--- config.mk ---
export PLATFORM = sky130hd
export DESIGN_NAME = cku_top
export DESIGN_NICKNAME = d
export VERILOG_FILES = /design/src/cku_pkg.sv /design/src/cku_top.sv
export SDC_FILE = /design/constraint.sdc
export NUM_CORES = 1
export LEC_CHECK = 0
export ABC_AREA = 1
export BUFFER_PORTS_ARGS = -buffer_cell sky130_fd_sc_hd__buf_2
export CAP_MARGIN = 10
export CORE_ASPECT_RATIO = 0.9
export CORE_MARGIN = 2
export CORE_UTILIZATION = 55
export CTS_CLUSTER_DIAMETER = 150
export DETAILED_ROUTE_END_ITERATION = 8
export PLACE_DENSITY_LB_ADDON = 0.12
export SETUP_SLACK_MARGIN = 0.5
export SYNTH_ARGS = -nofsm -noshare
export SYNTH_HDL_FRONTEND = slang
export SYNTH_SLANG_ARGS = --single-unit
--- constraint.sdc ---
create_clock -name clock -period 3.2 [get_ports clock]
set_input_delay 0.64 -clock clock [delete_from_list [all_inputs] [get_ports clock]]
set_output_delay 0.64 -clock clock [all_outputs]
set_load 0.03 [all_outputs]
--- src/cku_pkg.sv ---
// Constants and register map of the customer key unlock block
// Functional notes
// - Eight write-only key word registers, index 0 to 7, 32 bits each.
// - Unlock compares the full 256-bit assembled key with the stored reference key.
// - Reference key loads only from the flash security-setting write, never from registers.
// - Word index k supplies key bits 32k+31 down to 32k.
// - A match releases customer key protection over code flash and settings.
// - The result shows in a read-only bit of the key check status register.
package cku_pkg;
   localparam int ADDR_W = 8;
   localparam int DATA_W = 32;
   localparam int KEY_WORDS = 8;
   localparam int KEY_W = 256;
   localparam int IDX_W = 3;

   // Byte offsets of the register map
   localparam logic [7:0] OFF_KEY_WORD_0 = 8'h00;
   localparam logic [7:0] OFF_KEY_WORD_7 = 8'h1C;
   localparam logic [7:0] OFF_KEY_CHECK_STATUS = 8'h20;
   localparam logic [7:0] OFF_IRQ_STATUS = 8'h24;
   localparam logic [7:0] OFF_IRQ_MASK = 8'h28;

   // Field positions
   localparam int RESULT_FLAG_BIT = 4;
   localparam int EV_MATCH_BIT = 0;
   localparam int EV_MISMATCH_BIT = 1;
   localparam int EV_ORDER_BIT = 2;
   localparam int EV_W = 3;

   // Reset values
   localparam logic [31:0] RST_WORD = 32'h0000_0000;
   localparam logic [2:0] RST_EV = 3'h0;
   localparam logic RST_RESULT_FLAG = 1'b1;
   localparam logic [2:0] LAST_IDX = 3'h7;

   // Sequencer states, one-hot
   typedef enum logic [1:0] {
      CKU_COLLECT = 2'b01,
      CKU_CHECK = 2'b10
   } cku_state_e;
endpackage

--- src/cku_top.sv ---
// Customer key input registers, sequence check and unlock comparison
//
// Design decisions made here: the register offsets and the plain strobed port.
`timescale 1ns/10ps
module cku_top (
   // Clock and reset
   input wire logic clock,
   input wire logic nrst,
   // Register port
   input wire logic [cku_pkg::ADDR_W-1:0] reg_addr,
   input wire logic [cku_pkg::DATA_W-1:0] reg_wdata,
   input wire logic reg_wr,
   input wire logic reg_rd,
   output logic [cku_pkg::DATA_W-1:0] reg_rdata,
   // Reference key from the security-setting write command
   input wire logic sec_key_load,
   input wire logic [cku_pkg::KEY_W-1:0] sec_key_data,
   // Protection and interrupt
   output logic cust_protect,
   output logic irq
);

   // Word index of a key register address
   function automatic logic [cku_pkg::IDX_W-1:0] key_index(
      input logic [cku_pkg::ADDR_W-1:0] a
   );
      logic [cku_pkg::ADDR_W-1:0] rel;
      rel = a - cku_pkg::OFF_KEY_WORD_0;
      key_index = rel[cku_pkg::IDX_W+1:2];
   endfunction

   // Address falls on an aligned key word
   function automatic logic is_key_addr(
      input logic [cku_pkg::ADDR_W-1:0] a
   );
      // Unaligned addresses inside the key range are ignored, not rounded down
      is_key_addr = (a >= cku_pkg::OFF_KEY_WORD_0)
         && (a <= cku_pkg::OFF_KEY_WORD_7)
         && (a[1:0] == 2'b00);
   endfunction

   // Full-width key equality
   function automatic logic key_match(
      input logic [cku_pkg::KEY_W-1:0] a,
      input logic [cku_pkg::KEY_W-1:0] b
   );
      key_match = (a == b);
   endfunction

   // Stored offered key words
   logic [cku_pkg::DATA_W-1:0] key_q [cku_pkg::KEY_WORDS];
   // Reference key and its validity
   logic [cku_pkg::KEY_W-1:0] ref_key_q;
   logic ref_valid_q;
   // Sequencer
   cku_pkg::cku_state_e state_q;
   logic [cku_pkg::IDX_W-1:0] next_idx_q;
   logic order_ok_q;
   // Result and interrupt state
   logic result_flag_q;
   logic [cku_pkg::EV_W-1:0] ev_sts_q;
   logic [cku_pkg::EV_W-1:0] ev_mask_q;
   logic [cku_pkg::EV_W-1:0] ev_set;
   logic [cku_pkg::EV_W-1:0] ev_clr;
   logic [cku_pkg::DATA_W-1:0] rdata_q;
   logic irq_q;
   logic prot_q;

   // Decoded strobes
   logic key_wr;
   logic [cku_pkg::IDX_W-1:0] wr_idx;
   logic in_order;
   logic go_check;
   logic [cku_pkg::KEY_W-1:0] offered_key;
   logic hit;
   logic seq_restart;

   // Register selects and read mux
   logic sel_status;
   logic sel_irq_sts;
   logic sel_irq_mask;
   logic [cku_pkg::DATA_W-1:0] rd_mux;

   // Register select decode, one select per target
   always_comb begin
      sel_status = 1'b0;
      sel_irq_sts = 1'b0;
      sel_irq_mask = 1'b0;
      if (reg_addr == cku_pkg::OFF_KEY_CHECK_STATUS) begin
         sel_status = 1'b1;
      end else if (reg_addr == cku_pkg::OFF_IRQ_STATUS) begin
         sel_irq_sts = 1'b1;
      end else if (reg_addr == cku_pkg::OFF_IRQ_MASK) begin
         sel_irq_mask = 1'b1;
      end
   end

   // Key writes land only while collecting
   assign key_wr = reg_wr && is_key_addr(reg_addr) && (state_q == cku_pkg::CKU_COLLECT);
   assign wr_idx = key_index(reg_addr);
   assign in_order = order_ok_q && (wr_idx == next_idx_q);
   // Index 0 opens a fresh sequence whatever came before, unless a reference load lands in the same cycle
   assign seq_restart = key_wr && (wr_idx == '0);
   // A same-cycle reference load wins, so a stale key is never compared
   assign go_check = key_wr
      && in_order
      && (wr_idx == cku_pkg::LAST_IDX)
      && !sec_key_load;

   // Assemble the offered key, lowest word in the lowest bits
   always_comb begin
      offered_key = '0;
      offered_key[0*cku_pkg::DATA_W +: cku_pkg::DATA_W] = key_q[0];
      offered_key[1*cku_pkg::DATA_W +: cku_pkg::DATA_W] = key_q[1];
      offered_key[2*cku_pkg::DATA_W +: cku_pkg::DATA_W] = key_q[2];
      offered_key[3*cku_pkg::DATA_W +: cku_pkg::DATA_W] = key_q[3];
      offered_key[4*cku_pkg::DATA_W +: cku_pkg::DATA_W] = key_q[4];
      offered_key[5*cku_pkg::DATA_W +: cku_pkg::DATA_W] = key_q[5];
      offered_key[6*cku_pkg::DATA_W +: cku_pkg::DATA_W] = key_q[6];
      offered_key[7*cku_pkg::DATA_W +: cku_pkg::DATA_W] = key_q[7];
   end

   // Match only against a reference actually loaded
   assign hit = ref_valid_q && key_match(offered_key, ref_key_q);

   // Key word storage, one word per index
   always_ff @(posedge clock or negedge nrst) begin
      if (!nrst) begin
         for (int k = 0; k < cku_pkg::KEY_WORDS; k++) begin
            key_q[k] <= cku_pkg::RST_WORD;
         end
      end else if (key_wr) begin
         key_q[wr_idx] <= reg_wdata;
      end
   end

   // Reference key loads only from the flash command path
   always_ff @(posedge clock or negedge nrst) begin
      if (!nrst) begin
         ref_key_q <= '0;
         ref_valid_q <= 1'b0;
      end else if (sec_key_load) begin
         ref_key_q <= sec_key_data;
         ref_valid_q <= 1'b1;
      end
   end

   // Order tracking: index 0 restarts a sequence unless a reference load lands in the same cycle
   always_ff @(posedge clock or negedge nrst) begin
      if (!nrst) begin
         next_idx_q <= '0;
         order_ok_q <= 1'b0;
      end else if (sec_key_load) begin
         // New reference key voids a half-written sequence
         next_idx_q <= '0;
         order_ok_q <= 1'b0;
      end else if (key_wr) begin
         if (seq_restart) begin
            next_idx_q <= 3'h1;
            order_ok_q <= 1'b1;
         end else if (in_order && (wr_idx != cku_pkg::LAST_IDX)) begin
            next_idx_q <= next_idx_q + 3'h1;
         end else begin
            // Last word or a misordered one ends the sequence
            next_idx_q <= '0;
            order_ok_q <= 1'b0;
         end
      end
   end

   // Sequencer: one cycle of compare after the eighth word
   always_ff @(posedge clock or negedge nrst) begin
      if (!nrst) begin
         state_q <= cku_pkg::CKU_COLLECT;
      end else begin
         case (state_q)
            cku_pkg::CKU_COLLECT: begin
               if (go_check) begin
                  state_q <= cku_pkg::CKU_CHECK;
               end
            end
            cku_pkg::CKU_CHECK: begin
               state_q <= cku_pkg::CKU_COLLECT;
            end
            default: begin
               state_q <= cku_pkg::CKU_COLLECT;
            end
         endcase
      end
   end

   // Result flag: 1 locked, 0 released
   always_ff @(posedge clock or negedge nrst) begin
      if (!nrst) begin
         result_flag_q <= cku_pkg::RST_RESULT_FLAG;
      end else if (sec_key_load) begin
         // Blank or erased reference needs no unlock
         result_flag_q <= !((&sec_key_data) || (sec_key_data == '0));
      end else if ((state_q == cku_pkg::CKU_CHECK) && hit) begin
         result_flag_q <= 1'b0;
      end
   end

   // Protection output follows the result flag
   always_ff @(posedge clock or negedge nrst) begin
      if (!nrst) begin
         prot_q <= cku_pkg::RST_RESULT_FLAG;
      end else begin
         prot_q <= result_flag_q;
      end
   end

   // Events raised by the sequencer
   always_comb begin
      ev_set = cku_pkg::RST_EV;
      ev_set[cku_pkg::EV_MATCH_BIT] = (state_q == cku_pkg::CKU_CHECK) && hit;
      ev_set[cku_pkg::EV_MISMATCH_BIT] = (state_q == cku_pkg::CKU_CHECK) && !hit;
      ev_set[cku_pkg::EV_ORDER_BIT] = key_wr && !seq_restart && !in_order;
   end

   // Write-one-to-clear strobes
   assign ev_clr = (reg_wr && sel_irq_sts)
      ? reg_wdata[cku_pkg::EV_W-1:0]
      : cku_pkg::RST_EV;

   // Sticky status; a set in the clearing cycle survives
   always_ff @(posedge clock or negedge nrst) begin
      if (!nrst) begin
         ev_sts_q <= cku_pkg::RST_EV;
      end else begin
         ev_sts_q <= (ev_sts_q & ~ev_clr) | ev_set;
      end
   end

   // Interrupt mask
   always_ff @(posedge clock or negedge nrst) begin
      if (!nrst) begin
         ev_mask_q <= cku_pkg::RST_EV;
      end else if (reg_wr && sel_irq_mask) begin
         ev_mask_q <= reg_wdata[cku_pkg::EV_W-1:0];
      end
   end

   // Level interrupt, registered so the pin is glitch free
   always_ff @(posedge clock or negedge nrst) begin
      if (!nrst) begin
         irq_q <= 1'b0;
      end else begin
         irq_q <= |(ev_sts_q & ev_mask_q);
      end
   end

   // Read mux; key words and holes read as zero so the key never leaks
   always_comb begin
      rd_mux = cku_pkg::RST_WORD;
      if (sel_status) begin
         rd_mux[cku_pkg::RESULT_FLAG_BIT] = result_flag_q;
      end else if (sel_irq_sts) begin
         rd_mux[cku_pkg::EV_W-1:0] = ev_sts_q;
      end else if (sel_irq_mask) begin
         rd_mux[cku_pkg::EV_W-1:0] = ev_mask_q;
      end
   end

   // Read data one cycle after the strobe
   always_ff @(posedge clock or negedge nrst) begin
      if (!nrst) begin
         rdata_q <= cku_pkg::RST_WORD;
      end else if (reg_rd) begin
         rdata_q <= rd_mux;
      end else begin
         // Data stands only in the cycle after the read
         rdata_q <= cku_pkg::RST_WORD;
      end
   end

   // Outputs straight from flip-flops
   assign reg_rdata = rdata_q;
   assign cust_protect = prot_q;
   assign irq = irq_q;

endmodule

==> out/summary.json <==
{
  "detailedRoute.firstIterationViolations": {"value": 1996},
  "clock_path_buffers": {"value": 3},
  "timing.final.hold_violations": {"value": 0},
  "ff2ff_setup_slack": {"value": 900, "unit": "ps"},
  "detailed_place_hpwl": {"value": 55300, "unit": "um"},
  "core_ar": {"value": 45600, "unit": "um2"},
  "cts_tree": {"value": "yes"},
  "route.detailed.drc": {"value": 0},
  "timing.setup.critical_path_class": {"value": "reg2reg"},
  "die_height": {"value": 208, "unit": "um"},
  "tritoncts.num_buffers": {"value": 55},
  "regToRegEndpoint": {"value": "key_q[147]$_DFFE_PN0P_"},
  "synth.largest_area_cell": {"value": "sky130_fd_sc_hd__dfrtp_1"},
  "worstMarginPinSlew": {"value": 881, "unit": "ps"},
  "antenna_found_initial": {"value": 21},
  "netlist_instances": {"value": 3312},
  "maxClockFrequency": {"value": 0.434, "unit": "GHz"},
  "finalSetupTns": {"value": 0, "unit": "ps"},
  "finalMaxSlewViolations": {"value": 0},
  "timing.critical_path.required": {"value": 3650, "unit": "ps"},
  "syn-cell-area": {"value": 25500, "unit": "um2"},
  "timing.hold.worst.start": {"value": "sec_key_data[33]"},
  "grt_start_max_net_pins": {"value": 105},
  "post-cts-setup-buffers": {"value": 0},
  "postSynthRegisterBits": {"value": 532},
  "clkSinkCount": {"value": 532},
  "route.antenna.remaining_nets": {"value": 0},
  "grt_overflow": {"value": 0},
  "final_cell_area": {"value": 29500, "unit": "um2"},
  "floorplan.io_pins": {"value": 335},
  "clk_transition_reported_paths": {"value": 60, "unit": "ps"},
  "top_area_cell_type_share_of_the_netlist_area": {"value": 0.520},
  "synth-seq-area-share": {"value": 0.523},
  "timing.reg2reg.worst_path_depth": {"value": 7},
  "std_cell_rows": {"value": 74},
  "critPathMaxFanout": {"value": 64},
  "number_of_global_route_vias_before_repair": {"value": 21900},
  "area_delta_synth_final": {"value": 15.7, "unit": "%"},
  "lkg_pwr": {"value": 14.8, "unit": "nW"},
  "place.gp.congestion": {"value": 0.919},
  "r2r-start": {"value": "state_q[0]$_DFFE_PN1P_"},
  "slew_headroom": {"value": 0.412},
  "effective_utilization_at_floorplan": {"value": 0.559},
  "wire_length_of_the_first_global_routing_pass": {"value": 120000, "unit": "um"},
  "min_delay_path_depth": {"value": 3},
  "detail_route.wl_per_cell": {"value": 18.2, "unit": "um"},
  "cts-hold-fix-buffers": {"value": 1},
  "crit_arrival": {"value": 2760, "unit": "ps"},
  "setup_violations": {"value": 0},
  "area_of_the_die": {"value": 48100, "unit": "um2"},
  "critical-path-max-stage-delay": {"value": 540, "unit": "ps"},
  "count_of_yosys_warnings_during_synthesis": {"value": 0},
  "crit_chain": {"value": "nand2_1, inv_1, nand3_4, inv_2, nand3_4, nand2_1, o21ai_1"},
  "floorplan.die.width": {"value": 231, "unit": "um"},
  "vdd_ir_drop_max": {"value": 0.370, "unit": "mV"},
  "critical_path.endpoint_type": {"value": "register"},
  "global_route.usage.total": {"value": 0.326},
  "synth.distinct_cells": {"value": 37},
  "routed-via-count": {"value": 22900},
  "final_cell_mix": {"value": "1152 x sky130_fd_sc_hd__nand2_1, 529 x sky130_fd_sc_hd__dfrtp_1, 440 x sky130_fd_sc_hd__inv_1, 440 x sky130_fd_sc_hd__o21ai_0, 304 x sky130_fd_sc_hd__buf_2"},
  "grt_setup_unrepaired": {"value": "no"},
  "mean_syn_cell_area": {"value": 7.69, "unit": "um2"},
  "final_common_cell": {"value": "sky130_fd_sc_hd__nand2_1"},
  "post_route_cells_drive_above_1_share": {"value": 0.122},
  "cpMaxStageDelayCell": {"value": "sky130_fd_sc_hd__nand3_4"},
  "maxCapViolations": {"value": 0},
  "fin_crit": {"value": 2300, "unit": "ps"},
  "hold_path_class": {"value": "in2reg"},
  "dr_vias_cell": {"value": 5.39},
  "nNetsFinal": {"value": 3893},
  "num-fill-cells": {"value": 4046},
  "post_cts_resize_count": {"value": 0},
  "drt_wl_total": {"value": 77500, "unit": "um"},
  "finalClockSkew": {"value": 18.6, "unit": "ps"},
  "run_status": {"value": "finished, final reports clean"},
  "cp-start-kind": {"value": "register"},
  "placed_inst_area": {"value": 27600, "unit": "um2"},
  "firstDrtPassIters": {"value": 5},
  "worstHoldEndpoint": {"value": "ref_key_q[33]$_DFFE_PN0P_"},
  "place.port_buffers": {"value": 306},
  "number_of_levels_the_h_tree_was_split_into": {"value": 2},
  "ys_top_cells_by_area": {"value": "sky130_fd_sc_hd__dfrtp_1 52%, sky130_fd_sc_hd__nand2_1 17%, sky130_fd_sc_hd__o21ai_0 8.6%, sky130_fd_sc_hd__inv_1 6.5%, sky130_fd_sc_hd__nor2_1 3.6%"},
  "fin_crit_sh": {"value": 0.720},
  "clkLatencyLatePin": {"value": 620, "unit": "ps"},
  "clock-root-buffer": {"value": "sky130_fd_sc_hd__clkbuf_16"},
  "p_per_area": {"value": 545, "unit": "nW/um2"}
}
power by group:
part / total (W) / internal [W] / leakage, nW / switching, W
Sequential: 0.00751 / 0.00721 / 6.58 / 0.000297
Clock: 0.00663 / 0.00391 / 0.923 / 0.00272
Combinational: 0.00191 / 0.000633 / 7.27 / 0.00128
Total: 0.0160 / 0.0117 / 14.8 / 0.00430
per-layer routing:
layer	global-route usage	part of all wire
met2	0.492	0.44
met3	0.0742	0.10
met4	0.130	0.039
met5	0	0.0010
met1	0.458	0.41
registers in the layout, summed over array words and instances (netlist names):
register and cells:
key_q 256, ref_key_q 256, reg_rdata 4, ev_mask_q 3, ev_sts_q 3, next_idx_q 3
state_q 2, cust_protect 1, irq 1, order_ok_q 1, ref_valid_q 1, result_flag_q 1
cells in the mapped netlist, drive strengths merged:
master	count
a21oi	35
and2	1
buf	57
clkbuf	78
conb	1
dfrtp	529
dfstp	3
ha	1
inv	446
mux2i	6
nand2	1152
nand2b	1
nand3	30
nand3b	9
nand4	101
nor2	247
nor3	13
nor4	49
o2111ai	3
o211ai	1
o21ai	488
o22ai	6
or2	6
xnor2	25
xor2	24
worst max-delay path: cells and delay by family (launching register included):
family / cells / cell delay (ps)
AO/OA/AOI/OAI: 1 / 100
flip-flops: 1 / 530
AND/OR/NAND/NOR: 4 / 1010
buffers and inverters: 2 / 460
worst max-delay path by stage:
stage,endpoint,slack [ps],start,cells past startpoint
2_1_floorplan,key_q[130]$_DFFE_PN0P_,1250,reg_addr[7],9
3_3_place_gp,key_q[137]$_DFFE_PN0P_,660,reg_addr[7],7
3_5_place_dp,key_q[158]$_DFFE_PN0P_,580,reg_addr[7],7
4_1_cts,key_q[95]$_DFFE_PN0P_,940,state_q[0]$_DFFE_PN1P_,7
5_1_grt,key_q[77]$_DFFE_PN0P_,640,state_q[0]$_DFFE_PN1P_,6
6_report,key_q[147]$_DFFE_PN0P_,900,state_q[0]$_DFFE_PN1P_,7
stage by stage:
| stage | std cells | utilization | power, W | worst slack (ps) | hold slack (ps) |
|---|---|---|---|---|---|
| finish | 4255 | 0.647 | 0.0160 | 896 | 259 |
| global route | 4245 | 0.646 | 0.0167 | 638 | 257 |
| CTS | 4242 | 0.646 | 0.0161 | 938 | 231 |
| detailed placement | 4141 | 0.605 | 0.00951 | 583 | 401 |
| global placement | 4141 | 0.605 | 0.00943 | 663 | 399 |
| floorplan | 3339 | - | 0.00861 | 1250 | 344 |
final cells by class:
| type | count | area, um2 | share of cell area |
|---|---|---|---|
| sequential | 532 | 13300 | 0.452 |
| multi-input combinational | 2226 | 9930 | 0.337 |
| timing repair buffer | 330 | 1900 | 0.0644 |
| inverter | 446 | 1670 | 0.0568 |
| clock buffer | 82 | 1630 | 0.0552 |
| tap | 608 | 761 | 0.0258 |
| clock inverter | 18 | 226 | 0.00768 |
| antenna | 13 | 32.5 | 0.00110 |
cell families (layout without fill, tap and decap cells):
| logic type | count (synthesis) | count (layout) | synth area share |
|---|---|---|---|
| other | 1 | 41 | 0.000147 |
| buffers and inverters | 581 | 876 | 0.0919 |
| and+or+nand+nor | 1609 | 1609 | 0.260 |
| muxes | 6 | 6 | 0.00236 |
| DFF | 532 | 532 | 0.523 |
| AOI/OAI and AO/OA | 533 | 533 | 0.106 |
| adders and majority gates | 1 | 1 | 0.000491 |
| xor gates and xnor gates | 49 | 49 | 0.0168 |
Power figures use the tool's default switching activity.
